File: config.mk
export PLATFORM = sky130hd
export DESIGN_NAME = isfb_flag_bank
export DESIGN_NICKNAME = d
export VERILOG_FILES = /design/src/isfb_flag_bank.v
export VERILOG_INCLUDE_DIRS = /design/src
export SDC_FILE = /design/constraint.sdc
export NUM_CORES = 1
export LEC_CHECK = 0
export BUFFER_PORTS_ARGS = -buffer_cell sky130_fd_sc_hd__buf_2
export CORE_MARGIN = 2
export CORE_UTILIZATION = 30
export CTS_CLUSTER_SIZE = 10
export DETAILED_ROUTE_END_ITERATION = 6
export PLACE_DENSITY_LB_ADDON = 0.25
export SYNTH_ARGS = -nofsm -noshare
export SYNTH_HDL_FRONTEND = slang
export SYNTH_SLANG_ARGS = --single-unit
File: constraint.sdc
create_clock -name sys_clk_in -period 1.79 [get_ports sys_clk_in]
set_clock_uncertainty 0.05 [all_clocks]
set_input_delay 0.179 -clock sys_clk_in [delete_from_list [all_inputs] [get_ports sys_clk_in]]
set_output_delay 0.179 -clock sys_clk_in [all_outputs]
set_load 0.005 [all_outputs]
File: src/isfb_defs.vh
/*
 * isfb_defs.vh - constants for the interrupt source flag bank:
 * register addresses, bit positions, reset values and vector numbers.
 * Assumes it is included by bare name from the flag bank module.
 */
`ifndef ISFB_DEFS_VH
`define ISFB_DEFS_VH

// ==========================================================
// register addresses (8-bit special function space)
`define ISFB_ADDR_UART4_CTRL 8'h84
`define ISFB_ADDR_PWR_CTRL 8'h87
`define ISFB_ADDR_TMR_EXT_CTRL 8'h88
`define ISFB_ADDR_UART1_CTRL 8'h98
`define ISFB_ADDR_UART2_CTRL 8'h9a
`define ISFB_ADDR_IRQ_EN_MAIN 8'ha8
`define ISFB_ADDR_UART3_CTRL 8'hac
`define ISFB_ADDR_CONV_CTRL 8'hbc
`define ISFB_ADDR_IRQ_EN_AUX 8'haf

// ==========================================================
// timer / external interrupt control bits
`define ISFB_T1_OVF 7
`define ISFB_T1_RUN 6
`define ISFB_T0_OVF 5
`define ISFB_T0_RUN 4
`define ISFB_X1_REQ 3
`define ISFB_X1_SEL 2
`define ISFB_X0_REQ 1
`define ISFB_X0_SEL 0

// uart control bits
`define ISFB_U_HI 7
`define ISFB_U_TX 1
`define ISFB_U_RX 0
`define ISFB_U_STORE 7:2
`define ISFB_U_FLAGS 1:0

// power control bits
`define ISFB_P_BAUD2 7
`define ISFB_P_FESEL 6
`define ISFB_P_LOWV 5
`define ISFB_P_PON 4
`define ISFB_P_GEN 3:0

// converter control bits
`define ISFB_C_PWR 7
`define ISFB_C_DONE 4
`define ISFB_C_START 3
`define ISFB_C_SPEED 6:5
`define ISFB_C_CHAN 2:0

// main enable bits
`define ISFB_E_ALL 7
`define ISFB_E_LOWV 6
`define ISFB_E_CONV 5
`define ISFB_E_U1 4
`define ISFB_E_T1 3
`define ISFB_E_X1 2
`define ISFB_E_T0 1
`define ISFB_E_X0 0

// aux enable bits
`define ISFB_A_U4 4
`define ISFB_A_U3 3
`define ISFB_A_U2 0

// ==========================================================
// reset values
`define ISFB_RST_BYTE 8'h00
`define ISFB_RST_PWR 8'h30
`define ISFB_SYNC_IDLE 2'b11

// ==========================================================
// vector numbers, one per request line
`define ISFB_VEC_X0 0
`define ISFB_VEC_T0 1
`define ISFB_VEC_X1 2
`define ISFB_VEC_T1 3
`define ISFB_VEC_U1 4
`define ISFB_VEC_CONV 5
`define ISFB_VEC_LOWV 6
`define ISFB_VEC_U2 7
`define ISFB_VEC_U3 8
`define ISFB_VEC_U4 9
`define ISFB_NVEC 10
`define ISFB_VEC_NONE 5'h1f

// polling-order vector codes seen by the core
`define ISFB_CODE_X0 5'h00
`define ISFB_CODE_T0 5'h01
`define ISFB_CODE_X1 5'h02
`define ISFB_CODE_T1 5'h03
`define ISFB_CODE_U1 5'h04
`define ISFB_CODE_CONV 5'h05
`define ISFB_CODE_LOWV 5'h06
`define ISFB_CODE_U2 5'h08
`define ISFB_CODE_U3 5'h11
`define ISFB_CODE_U4 5'h12

`endif

File: src/isfb_flag_bank.v
/*
 * isfb_flag_bank.v - interrupt request flags, enables and related control
 * bits for an 8-bit controller, reached as special function registers.
 * Assumes the core gives single-cycle write/read strobes on the sfr bus,
 * a one-cycle vector acknowledge, and that peripheral events arrive as
 * one-cycle pulses on sys_clk_in; external pins are asynchronous.
 */
// What this block does
// - timer1 overflow sets flag; vector or software clears
// - timer0 overflow sets flag; vector or software clears
// - run bits enable their timers
// - ext1 flag set on selected edge, auto-cleared
// - ext1 select 0 both edges, 1 falling
// - ext0 flag set on selected edge, auto-cleared
// - ext0 select 0 both edges, 1 falling
// - uart1 transmit flag set by hardware, software clears
// - uart1 receive flag set at stop sample
// - uart2 flags in bits one and zero
// - uart3 flags like uart1, own vector
// - uart4 flags like uart1, own vector
// - baud double bit doubles uart rate
// - frame error select picks bit seven view
// - low supply flag sticky until software clear
// - power-on flag cleared only by software
// - global gate off blocks all requests
// - low supply and converter enables gate
// - converter power bit powers converter
// - converter done flag, sticky, is request
// - start bit begins conversion, self-clears
// - each enable bit gates its interrupt
// - fixed polling order within a level
`timescale 1ns/1ps
`default_nettype none
`include "isfb_defs.vh"

module isfb_flag_bank (
	// clock and reset
	input wire sys_clk_in,
	input wire nrst_in,
	// sfr bus from the core
	input wire [7:0] sfr_addr_in,
	input wire [7:0] sfr_wdata_in,
	input wire sfr_wr_in,
	input wire sfr_rd_in,
	output reg [7:0] sfr_rdata_out,
	// peripheral event pulses
	input wire timer1_overflow_in,
	input wire timer0_overflow_in,
	input wire [3:0] uart_tx_done_in,
	input wire [3:0] uart_rx_done_in,
	input wire frame_error_in,
	input wire low_supply_in,
	input wire power_on_event_in,
	input wire conv_done_in,
	// external interrupt pins, asynchronous
	input wire ext_pin_a_in,
	input wire ext_pin_b_in,
	// core vector request and acknowledge
	input wire vec_ack_in,
	input wire [4:0] vec_ack_code_in,
	output reg irq_req_out,
	output reg [4:0] irq_vec_out,
	// control outputs to peripherals
	output reg timer1_run_out,
	output reg timer0_run_out,
	output reg baud_double_out,
	output reg conv_power_out,
	output reg conv_start_out
);

	// ==========================================================
	// register state
	reg [7:0] tmr_ext_q;
	reg [7:0] pwr_q;
	reg [7:0] ien_q;
	reg [7:0] ien_aux_q;
	reg [7:0] conv_q;
	reg [7:0] uart_ctrl_q [0:3];
	reg frame_error_flag_q;
	reg [1:0] pin_a_sync_q;
	reg [1:0] pin_b_sync_q;
	reg pin_a_prev_q;
	reg pin_b_prev_q;
	reg [`ISFB_NVEC-1:0] req_d;
	reg [4:0] vec_d;
	reg [7:0] rdata_d;
	integer k;

	// ==========================================================
	// decode helpers
	function wr_hit;
		input [7:0] addr;
		begin
			wr_hit = sfr_wr_in && (sfr_addr_in == addr);
		end
	endfunction

	function ack_hit;
		input [4:0] code;
		begin
			ack_hit = vec_ack_in && (vec_ack_code_in == code);
		end
	endfunction

	// edge select: 0 means both edges, 1 means falling only
	function edge_event;
		input sel;
		input cur;
		input prev;
		begin
			edge_event = sel ? (prev & ~cur) : (prev ^ cur);
		end
	endfunction

	// next state of a sticky flag; the set term is applied last so a
	// same-cycle event always wins over the clear
	function flag_next;
		input cur;
		input do_wr;
		input wr_val;
		input hw_clr;
		input hw_set;
		begin
			flag_next = cur;
			if (hw_clr) begin
				flag_next = 1'b0;
			end
			if (do_wr) begin
				flag_next = wr_val;
			end
			if (hw_set) begin
				flag_next = 1'b1;
			end
		end
	endfunction

	// ==========================================================
	// pin synchronisers and edge detect
	wire ext_pin_a;
	wire ext_pin_b;
	assign ext_pin_a = pin_a_sync_q[1];
	assign ext_pin_b = pin_b_sync_q[1];
	wire ext1_edge;
	wire ext0_edge;
	assign ext1_edge = edge_event(tmr_ext_q[`ISFB_X1_SEL], ext_pin_a, pin_a_prev_q);
	assign ext0_edge = edge_event(tmr_ext_q[`ISFB_X0_SEL], ext_pin_b, pin_b_prev_q);

	always @(posedge sys_clk_in or negedge nrst_in) begin
		if (!nrst_in) begin
			pin_a_sync_q <= `ISFB_SYNC_IDLE;
			pin_b_sync_q <= `ISFB_SYNC_IDLE;
			pin_a_prev_q <= 1'b1;
			pin_b_prev_q <= 1'b1;
		end else begin
			pin_a_sync_q <= {pin_a_sync_q[0], ext_pin_a_in};
			pin_b_sync_q <= {pin_b_sync_q[0], ext_pin_b_in};
			pin_a_prev_q <= ext_pin_a;
			pin_b_prev_q <= ext_pin_b;
		end
	end

	// ==========================================================
	// timer and external interrupt control
	wire tx_wr;
	assign tx_wr = wr_hit(`ISFB_ADDR_TMR_EXT_CTRL);

	always @(posedge sys_clk_in or negedge nrst_in) begin
		if (!nrst_in) begin
			tmr_ext_q <= `ISFB_RST_BYTE;
		end else begin
			tmr_ext_q[`ISFB_T1_OVF] <= flag_next(tmr_ext_q[`ISFB_T1_OVF], tx_wr,
				sfr_wdata_in[`ISFB_T1_OVF], ack_hit(`ISFB_CODE_T1),
				timer1_overflow_in);
			tmr_ext_q[`ISFB_T0_OVF] <= flag_next(tmr_ext_q[`ISFB_T0_OVF], tx_wr,
				sfr_wdata_in[`ISFB_T0_OVF], ack_hit(`ISFB_CODE_T0),
				timer0_overflow_in);
			tmr_ext_q[`ISFB_X1_REQ] <= flag_next(tmr_ext_q[`ISFB_X1_REQ], tx_wr,
				sfr_wdata_in[`ISFB_X1_REQ], ack_hit(`ISFB_CODE_X1), ext1_edge);
			tmr_ext_q[`ISFB_X0_REQ] <= flag_next(tmr_ext_q[`ISFB_X0_REQ], tx_wr,
				sfr_wdata_in[`ISFB_X0_REQ], ack_hit(`ISFB_CODE_X0), ext0_edge);
			if (tx_wr) begin
				tmr_ext_q[`ISFB_T1_RUN] <= sfr_wdata_in[`ISFB_T1_RUN];
				tmr_ext_q[`ISFB_T0_RUN] <= sfr_wdata_in[`ISFB_T0_RUN];
				tmr_ext_q[`ISFB_X1_SEL] <= sfr_wdata_in[`ISFB_X1_SEL];
				tmr_ext_q[`ISFB_X0_SEL] <= sfr_wdata_in[`ISFB_X0_SEL];
			end
		end
	end

	// ==========================================================
	// four uart control registers; the flag bits and bits seven to two
	// all live here, with bits seven to two stored as written
	wire [7:0] uart_addr [0:3];
	assign uart_addr[0] = `ISFB_ADDR_UART1_CTRL;
	assign uart_addr[1] = `ISFB_ADDR_UART2_CTRL;
	assign uart_addr[2] = `ISFB_ADDR_UART3_CTRL;
	assign uart_addr[3] = `ISFB_ADDR_UART4_CTRL;

	genvar g;
	generate
		for (g = 0; g < 4; g = g + 1) begin : g_uart
			wire u_wr;
			assign u_wr = wr_hit(uart_addr[g]);
			always @(posedge sys_clk_in or negedge nrst_in) begin
				if (!nrst_in) begin
					uart_ctrl_q[g] <= `ISFB_RST_BYTE;
				end else begin
					// flags never clear on acknowledge, only by write
					uart_ctrl_q[g][`ISFB_U_TX] <= flag_next(uart_ctrl_q[g][`ISFB_U_TX],
						u_wr, sfr_wdata_in[`ISFB_U_TX], 1'b0, uart_tx_done_in[g]);
					uart_ctrl_q[g][`ISFB_U_RX] <= flag_next(uart_ctrl_q[g][`ISFB_U_RX],
						u_wr, sfr_wdata_in[`ISFB_U_RX], 1'b0, uart_rx_done_in[g]);
					if (u_wr) begin
						uart_ctrl_q[g][`ISFB_U_STORE] <= sfr_wdata_in[`ISFB_U_STORE];
					end
				end
			end
		end
	endgenerate

	// frame error is set regardless of the select bit
	wire u1_wr;
	assign u1_wr = wr_hit(`ISFB_ADDR_UART1_CTRL);
	always @(posedge sys_clk_in or negedge nrst_in) begin
		if (!nrst_in) begin
			frame_error_flag_q <= 1'b0;
		end else begin
			frame_error_flag_q <= flag_next(frame_error_flag_q,
				u1_wr && pwr_q[`ISFB_P_FESEL], sfr_wdata_in[`ISFB_U_HI],
				1'b0, frame_error_in);
		end
	end

	// ==========================================================
	// power control, enables and converter control
	wire p_wr;
	wire c_wr;
	assign p_wr = wr_hit(`ISFB_ADDR_PWR_CTRL);
	assign c_wr = wr_hit(`ISFB_ADDR_CONV_CTRL);

	always @(posedge sys_clk_in or negedge nrst_in) begin
		if (!nrst_in) begin
			pwr_q <= `ISFB_RST_PWR;
			ien_q <= `ISFB_RST_BYTE;
			ien_aux_q <= `ISFB_RST_BYTE;
			conv_q <= `ISFB_RST_BYTE;
		end else begin
			if (p_wr) begin
				pwr_q[`ISFB_P_BAUD2] <= sfr_wdata_in[`ISFB_P_BAUD2];
				pwr_q[`ISFB_P_FESEL] <= sfr_wdata_in[`ISFB_P_FESEL];
				pwr_q[`ISFB_P_GEN] <= sfr_wdata_in[`ISFB_P_GEN];
			end
			pwr_q[`ISFB_P_LOWV] <= flag_next(pwr_q[`ISFB_P_LOWV], p_wr,
				sfr_wdata_in[`ISFB_P_LOWV], 1'b0, low_supply_in);
			pwr_q[`ISFB_P_PON] <= flag_next(pwr_q[`ISFB_P_PON], p_wr,
				sfr_wdata_in[`ISFB_P_PON], 1'b0, power_on_event_in);
			if (wr_hit(`ISFB_ADDR_IRQ_EN_MAIN)) begin
				ien_q <= sfr_wdata_in;
			end
			if (wr_hit(`ISFB_ADDR_IRQ_EN_AUX)) begin
				ien_aux_q <= sfr_wdata_in;
			end
			if (c_wr) begin
				conv_q[`ISFB_C_PWR] <= sfr_wdata_in[`ISFB_C_PWR];
				conv_q[`ISFB_C_SPEED] <= sfr_wdata_in[`ISFB_C_SPEED];
				conv_q[`ISFB_C_CHAN] <= sfr_wdata_in[`ISFB_C_CHAN];
			end
			conv_q[`ISFB_C_DONE] <= flag_next(conv_q[`ISFB_C_DONE], c_wr,
				sfr_wdata_in[`ISFB_C_DONE], 1'b0, conv_done_in);
			// finishing a conversion wins over a write of the start bit
			if (conv_done_in) begin
				conv_q[`ISFB_C_START] <= 1'b0;
			end else if (c_wr) begin
				conv_q[`ISFB_C_START] <= sfr_wdata_in[`ISFB_C_START];
			end
		end
	end

	// ==========================================================
	// request gating and fixed polling order
	wire gate;
	assign gate = ien_q[`ISFB_E_ALL];

	always @* begin
		req_d = {`ISFB_NVEC{1'b0}};
		if (gate) begin
			req_d[`ISFB_VEC_X0] = tmr_ext_q[`ISFB_X0_REQ] & ien_q[`ISFB_E_X0];
			req_d[`ISFB_VEC_T0] = tmr_ext_q[`ISFB_T0_OVF] & ien_q[`ISFB_E_T0];
			req_d[`ISFB_VEC_X1] = tmr_ext_q[`ISFB_X1_REQ] & ien_q[`ISFB_E_X1];
			req_d[`ISFB_VEC_T1] = tmr_ext_q[`ISFB_T1_OVF] & ien_q[`ISFB_E_T1];
			req_d[`ISFB_VEC_U1] = (|uart_ctrl_q[0][`ISFB_U_FLAGS]) & ien_q[`ISFB_E_U1];
			req_d[`ISFB_VEC_CONV] = conv_q[`ISFB_C_DONE] & ien_q[`ISFB_E_CONV];
			req_d[`ISFB_VEC_LOWV] = pwr_q[`ISFB_P_LOWV] & ien_q[`ISFB_E_LOWV];
			req_d[`ISFB_VEC_U2] = (|uart_ctrl_q[1][`ISFB_U_FLAGS]) & ien_aux_q[`ISFB_A_U2];
			req_d[`ISFB_VEC_U3] = (|uart_ctrl_q[2][`ISFB_U_FLAGS]) &
				ien_aux_q[`ISFB_A_U3];
			req_d[`ISFB_VEC_U4] = (|uart_ctrl_q[3][`ISFB_U_FLAGS]) &
				ien_aux_q[`ISFB_A_U4];
		end
	end

	// lowest index wins: the loop runs from lowest to highest priority
	wire [4:0] vec_code [0:`ISFB_NVEC-1];
	assign vec_code[`ISFB_VEC_X0] = `ISFB_CODE_X0;
	assign vec_code[`ISFB_VEC_T0] = `ISFB_CODE_T0;
	assign vec_code[`ISFB_VEC_X1] = `ISFB_CODE_X1;
	assign vec_code[`ISFB_VEC_T1] = `ISFB_CODE_T1;
	assign vec_code[`ISFB_VEC_U1] = `ISFB_CODE_U1;
	assign vec_code[`ISFB_VEC_CONV] = `ISFB_CODE_CONV;
	assign vec_code[`ISFB_VEC_LOWV] = `ISFB_CODE_LOWV;
	assign vec_code[`ISFB_VEC_U2] = `ISFB_CODE_U2;
	assign vec_code[`ISFB_VEC_U3] = `ISFB_CODE_U3;
	assign vec_code[`ISFB_VEC_U4] = `ISFB_CODE_U4;

	always @* begin
		vec_d = `ISFB_VEC_NONE;
		for (k = `ISFB_NVEC - 1; k >= 0; k = k - 1) begin
			if (req_d[k]) begin
				vec_d = vec_code[k];
			end
		end
	end

	// ==========================================================
	// read mux
	always @* begin
		rdata_d = `ISFB_RST_BYTE;
		case (sfr_addr_in)
			`ISFB_ADDR_TMR_EXT_CTRL: begin
				rdata_d = tmr_ext_q;
			end
			`ISFB_ADDR_UART1_CTRL: begin
				rdata_d = uart_ctrl_q[0];
				if (pwr_q[`ISFB_P_FESEL]) begin
					rdata_d[`ISFB_U_HI] = frame_error_flag_q;
				end
			end
			`ISFB_ADDR_UART2_CTRL: begin
				rdata_d = uart_ctrl_q[1];
			end
			`ISFB_ADDR_UART3_CTRL: begin
				rdata_d = uart_ctrl_q[2];
			end
			`ISFB_ADDR_UART4_CTRL: begin
				rdata_d = uart_ctrl_q[3];
			end
			`ISFB_ADDR_PWR_CTRL: begin
				rdata_d = pwr_q;
			end
			`ISFB_ADDR_IRQ_EN_MAIN: begin
				rdata_d = ien_q;
			end
			`ISFB_ADDR_IRQ_EN_AUX: begin
				rdata_d = ien_aux_q;
			end
			`ISFB_ADDR_CONV_CTRL: begin
				rdata_d = conv_q;
			end
			default: begin
				rdata_d = `ISFB_RST_BYTE;
			end
		endcase
	end

	// ==========================================================
	// registered outputs; request lags its flag by one cycle
	always @(posedge sys_clk_in or negedge nrst_in) begin
		if (!nrst_in) begin
			sfr_rdata_out <= `ISFB_RST_BYTE;
			irq_req_out <= 1'b0;
			irq_vec_out <= `ISFB_VEC_NONE;
			timer1_run_out <= 1'b0;
			timer0_run_out <= 1'b0;
			baud_double_out <= 1'b0;
			conv_power_out <= 1'b0;
			conv_start_out <= 1'b0;
		end else begin
			if (sfr_rd_in) begin
				sfr_rdata_out <= rdata_d;
			end
			irq_req_out <= |req_d;
			irq_vec_out <= vec_d;
			timer1_run_out <= tmr_ext_q[`ISFB_T1_RUN];
			timer0_run_out <= tmr_ext_q[`ISFB_T0_RUN];
			baud_double_out <= pwr_q[`ISFB_P_BAUD2];
			conv_power_out <= conv_q[`ISFB_C_PWR];
			conv_start_out <= conv_q[`ISFB_C_START];
		end
	end

endmodule // isfb_flag_bank
`default_nettype wire

==> impl_metrics.ini, run 1 <==
[final_layout]
nFillCells = 1467
postLayoutCellArea_mm2 = 0.006052
area_delta_synth_final_pct = 30.84
final_cells = 702
final_layout_size_suffix_gt1_share_pct = 41.63
final_common_cell = dfrtp_1
antenna_cells = 0
mostFrequentLayoutCells = 84 x dfrtp_1, 59 x buf_2, 57 x mux2_2, 56 x buf_4
nNetsFinal = 553
final_core_util_pct = 39.96

[clock_network]
cts_buffers = 9
clk_path_buf_depth = 2
htreeDepth = 3
root_buffer = clkbuf_16
clk_latency_ns = 0.35
cts_setup_buffers = 0
cts_tree = done
clock_sinks = 98
path_clk_slew_ns = 0.07

[synthesis]
synth_compound_area_share_pct = 14.47
synth_nets = 423
postSynthCellCount = 379
synth_top_family_by_area = multiplexers
synth_simple_gate_area_share_pct = 12.25
ys.flop_type = dfrtp_1
synth_async_sr_flop_share_pct = 100.0
synthAdderAreaFrac_pct = 0.5410
ys_seq_elements = 98
synth-edff-count = 0
yosysWarningCount = 0
syn_area_per_cell_um2 = 12.20
synth.cell_area_mm2 = 0.004626
seq_area_frac_synth_pct = 53.37
muxShareOfSynthArea_pct = 17.15
ys_types = 58
synth-xor-area-share_pct = 0
synth_area_leaders = dfrtp_1 46%, mux2_2 14%, dfstp_2 7.4%
synth.largest_area_cell = dfrtp_1
synth_top_area_share_pct = 45.98

[power]
ir_drop_v = 0.0004863
p_leak_nw = 2.809
p_per_area_mw_per_mm2 = 814.3
total_power_mw = 4.928

[hold_path]
worstHoldEndpoint = tmr_ext_q[7]
holdPathStages = 4
worstHoldStart = vec_ack_code_in[1]
worst_hold_path_type = primary input to flip-flop

[global_routing]
overflow = 0
antenna_found_initial = 0
grt_pass1_wl_um = 21760
grt_pass1_vias = 3872
grt_max_degree = 56
grt_usage_pct = 17.77

[setup_path]
reg2reg_depth = 6
worstPathArrival_ns = 1.92
crit_slowest_cell = or4b_2
worst-path-buf-inv = 2
endpoint_kind = flip-flop
rr_startpoint = pwr_q[6]
r2r_slack_ns = 0.12
r2r-end = sfr_rdata_out[7]
cp_cell_sequence = buf_2 -> or4b_2 -> nor4_1 -> buf_4 -> a221oi_1 -> nand3_1 -> a22o_1
cp-start-kind = primary input
worstPathRequired_ns = 2.03
crit_fanout = 5
path_delay_family = simple AND/OR/NAND/NOR gates
setup.worst_path.class = primary input to flip-flop
cpPeakStageDelay_ns = 0.75

[sta]
slew_headroom_pct = 62.25
tns_ns = 0
tightest_slew_ns = 0.5590
finalWorstSetupSlack_ns = 0.1080
drv_slew = 0
hold_ws_ns = 0.09691
setup_violations = 0
finalHoldViolations = 0
rsz0062_at_grt = false
fin_crit_sh_pct = 93.96
period_needed_ns = 1.682
fmax_mhz = 594.5

[place]
portBuffers = 60
gp_congestion = 0.8448
place_ws_ns = -0.2458
hpwl_um = 9953
placed_area_mm2 = 0.005555
place_inst = 669

[floorplanning]
core_area_mm2 = 0.01515
die_w_um = 128.2
die_h_um = 128.2
rows = 45
io_pins = 61
die-area_mm2 = 0.01643
initial_utilization_pct = 30.54

[run]
maxCapViolations = 0

[routing]
routed_wl_um = 13630
wl_per_cell_um = 19.42
drc = 0
vias = 3658
via_per_inst = 5.211
initialDrtViolationCount = 215
ant_nets = 0
drtPass1Iterations = 4

[run_status]
outcome = completed
## power by group
group	leakage, nW	total [mW]	switching, mW	internal, mW
sequential	1.24	2.35	0.0521	2.30
clock	0.157	2.12	0.821	1.30
combinational	1.41	0.451	0.240	0.211
total	2.81	4.93	1.11	3.82
## cell usage after synthesis, types with 7 or more instances
cell type   n
nand2_1    17
mux2i_1    14
clkbuf_1    7
nor2_1     17
dfstp_2    13
a22o_1     14
mux2_2     58
buf_2       7
nor4_1      7
inv_1       9
nand3_1     8
a211o_1    10
nor2b_1     8
dfrtp_1    85
o21ai_0    15
## what timing repair did
item                                    CTS  global route
hold buffers                             17             0
gates resized for setup                   1             1
hold endpoints to repair                103             0
endpoints found under the setup margin    1             1
## registers in the layout, indices dropped and copies added (netlist names), 2 cells and up
register / cells
conv_q: 8
ien_aux_q: 8
ien_q: 8
irq_vec_out: 5
pin_a_sync_q: 2
pin_b_sync_q: 2
pwr_q: 8
sfr_rdata_out: 8
tmr_ext_q: 8
uart_ctrl_q: 32
## worst max path at each step
stage / start / to / slack [ns] / cells after the start
floorplan: sfr_addr_in[4] / pwr_q[1] / -0.16 / 5
global placement: sfr_addr_in[4] / sfr_rdata_out[7] / -0.24 / 7
detailed placement: sfr_addr_in[4] / sfr_rdata_out[7] / -0.25 / 7
CTS: pwr_q[6] / sfr_rdata_out[7] / 0.03 / 6
global route: sfr_addr_in[1] / uart_ctrl_q[26] / 0.02 / 6
finish: sfr_addr_in[1] / sfr_rdata_out[4] / 0.11 / 7
## worst min-delay path: cells and delay by family
family	cells	cell delay, ns
AO/OA/AOI/OAI	1	0.07
AND/OR/NAND/NOR	2	0.11
buffers and inverters	1	0.10
## kinds of logic after synthesis
family,after synthesis
AOI/OAI and AO/OA,87
and+or+nand+nor,95
adders and majority gates,2
buffers and inverters,25
DFF,98
muxes,72
## cell type report
class / instances / area, um2 / area share, %
repair buffers: 134 / 925.9 / 15.30
multi-input cells: 256 / 2059 / 34.03
inverters: 10 / 37.54 / 0.6202
clock buffers: 14 / 264.0 / 4.362
well taps: 188 / 235.2 / 3.887
flip-flops and latches: 98 / 2470 / 40.81
clock inverters: 2 / 60.06 / 0.9924
## routing by layer
layer	up-vias	track usage, %	routed length (um)
met5	-	0	0
met1	1860	23.71	6177
li1	1701	-	-
met2	80	28.50	6611
met3	17	3.965	605
met4	0	6.270	238
(Power assumes the default switching activity.)
==> inputs of run 2 (changes only) <==
--- a/config.mk
+++ b/config.mk
@@ -7,7 +7,7 @@
 export NUM_CORES = 1
 export LEC_CHECK = 0
 export BUFFER_PORTS_ARGS = -buffer_cell sky130_fd_sc_hd__buf_2
-export CORE_MARGIN = 2
+export CORE_MARGIN = 5
 export CORE_UTILIZATION = 30
 export CTS_CLUSTER_SIZE = 10
 export DETAILED_ROUTE_END_ITERATION = 6
==> run 2 against run 1 <==
Worst hold slack worse by 0.078 ns. Sequential power is essentially flat. Via count shrank 0.79%. Clock power is 15% lower. Non-clock buffer count fell by 2. Combinational power is 2% higher. Setup slack improved by 0.045 ns. Count of clock-buffer cells in the layout is the same.
==> impl_metrics.ini, run 2 (synthesis results as in run 1) <==
[sta]
finalHoldViolations = 0
tightest_slew_ns = 0.5294
period_needed_ns = 1.637
drv_slew = 0
fin_crit_sh_pct = 91.44
setup_violations = 0
fmax_mhz = 610.9
slew_headroom_pct = 64.21
rsz0062_at_grt = false

[power]
power.switching_mw = 1.112
p_per_area_mw_per_mm2 = 766.6
p_leak_nw = 2.781
pwr-share-seq_pct = 51.0
pwr-share-comb_pct = 9.9
swShare_pct = 24.12
p_int_mw = 3.497
ir_drop_v = 0.0003613
total_power_mw = 4.609
clock_power_share_pct = 39.1

[hold_path]
worstHoldStart = uart_rx_done_in[2]
worst_hold_path_type = primary input to flip-flop
holdPathStages = 2
worstHoldEndpoint = uart_ctrl_q[8]

[global_routing]
grt_usage_pct = 16.22
grt_max_degree = 44
grt_pass1_vias = 3870
grt_pass1_wl_um = 22130
antenna_found_initial = 0
overflow = 0

[routing]
via_per_inst = 5.184
drc = 0
initialDrtViolationCount = 197
ant_nets = 0
drtPass1Iterations = 4
wl_per_cell_um = 19.86
routed_wl_um = 13900
vias = 3629

[setup_path]
setup.worst_path.class = primary input to flip-flop
crit_fanout = 5
cpPeakStageDelay_ns = 0.74
crit_slowest_cell = or4b_2
rr_startpoint = pwr_q[6]
cp_cell_sequence = buf_2 -> or4b_2 -> nor4_1 -> buf_4 -> a221oi_1 -> nand3_1 -> a22o_1
r2r-end = sfr_rdata_out[7]
cp-start-kind = primary input
r2r_slack_ns = 0.18
worstPathArrival_ns = 1.87
endpoint_kind = flip-flop
worstPathRequired_ns = 2.02
reg2reg_depth = 6

[clock_network]
cts_resized = 0
path_clk_slew_ns = 0.07
cts_setup_buffers = 0
htreeDepth = 3
clk_path_buf_depth = 2
postCtsHoldBufs = 16
cts_buffers = 9
root_buffer = clkbuf_16
clk_latency_ns = 0.35
cts_tree = done
clock_sinks = 98

[final_layout]
area_delta_synth_final_pct = 29.97
final_common_cell = dfrtp_1
final_cells = 700
mostFrequentLayoutCells = 85 x dfrtp_1, 59 x buf_2, 57 x mux2_2, 52 x buf_4
largest_register_ffs = 32
antenna_cells = 0
final_layout_size_suffix_gt1_share_pct = 41.21
nNetsFinal = 551
top_register = uart_ctrl_q
postLayoutCellArea_mm2 = 0.006012
final_core_util_pct = 39.69

[floorplanning]
die_w_um = 134.2
die_h_um = 134.2
die-area_mm2 = 0.01800
io_pins = 61
initial_utilization_pct = 30.54
rows = 45
core_area_mm2 = 0.01515

[place]
placed_area_mm2 = 0.005585
place_inst = 668
gp_congestion = 0.9124
hpwl_um = 10490
portBuffers = 60

[run]
maxCapViolations = 0

[run_status]
outcome = completed
run 2: cell types whose count changed in the layout (fill, tap and decap cells not counted), sizes merged:
cell / change
bufinv: -2
clkinvlp: +1
dlygate4sd3: -1
clkinv: +1
buf: -1
run 2: how the worst max path moves through the flow:
stage	start	to	slack (ns)	cells after the start
2_1_floorplan	sfr_addr_in[4]	pwr_q[1]	-0.16	5
3_3_place_gp	sfr_addr_in[1]	sfr_rdata_out[4]	-0.25	7
3_5_place_dp	sfr_addr_in[1]	sfr_rdata_out[4]	-0.23	7
4_1_cts	sfr_addr_in[1]	sfr_rdata_out[4]	0.13	7
5_1_grt	pwr_q[6]	sfr_rdata_out[7]	0.05	6
6_report	sfr_addr_in[1]	sfr_rdata_out[4]	0.15	7
run 2: per-layer routing:
layer | part of all wire [%] | GRT usage (%)
met5 | 0 | 0
met2 | 48 | 26.56
met1 | 46 | 21.15
met4 | 2.2 | 6.222
met3 | 3.3 | 3.338
run 2: stage by stage:
stage	hold slack [ns]	setup TNS [ns]	worst slack, ns
finish	0.01854	0	0.1532
global route	0.02321	0	0.05106
CTS	0.009812	0	0.1305
detailed placement	0.01834	-6.221	-0.2270
global placement	0.01797	-6.861	-0.2526
floorplan	-0.1666	-1.396	-0.1587
run 2: power groups by stage:
stage	Sequential (mW)	Combinational, mW	Clock, mW
after floorplan	2.37	0.190	0
after global placement	2.39	0.432	0
after detailed placement	2.39	0.436	0
after CTS	2.35	0.467	1.85
after global routing	2.36	0.509	1.94
final	2.35	0.458	1.80
run 2: area by class of cell:
type	count	area [um2]
Timing Repair Buffer	132	945.9
Inverter	10	37.54
Sequential cell	98	2469
Clock inverter	2	12.51
Tap cell	188	235.2
Multi-Input combinational cell	256	2058
Fill cell	1479	9134
Clock buffer	14	254.0
run 2: critical path, delay by kind of cell:
family,cells,cell delay [ns]
buf+inv,2,0.30
compound gates,2,0.16
simple gates,3,1.23
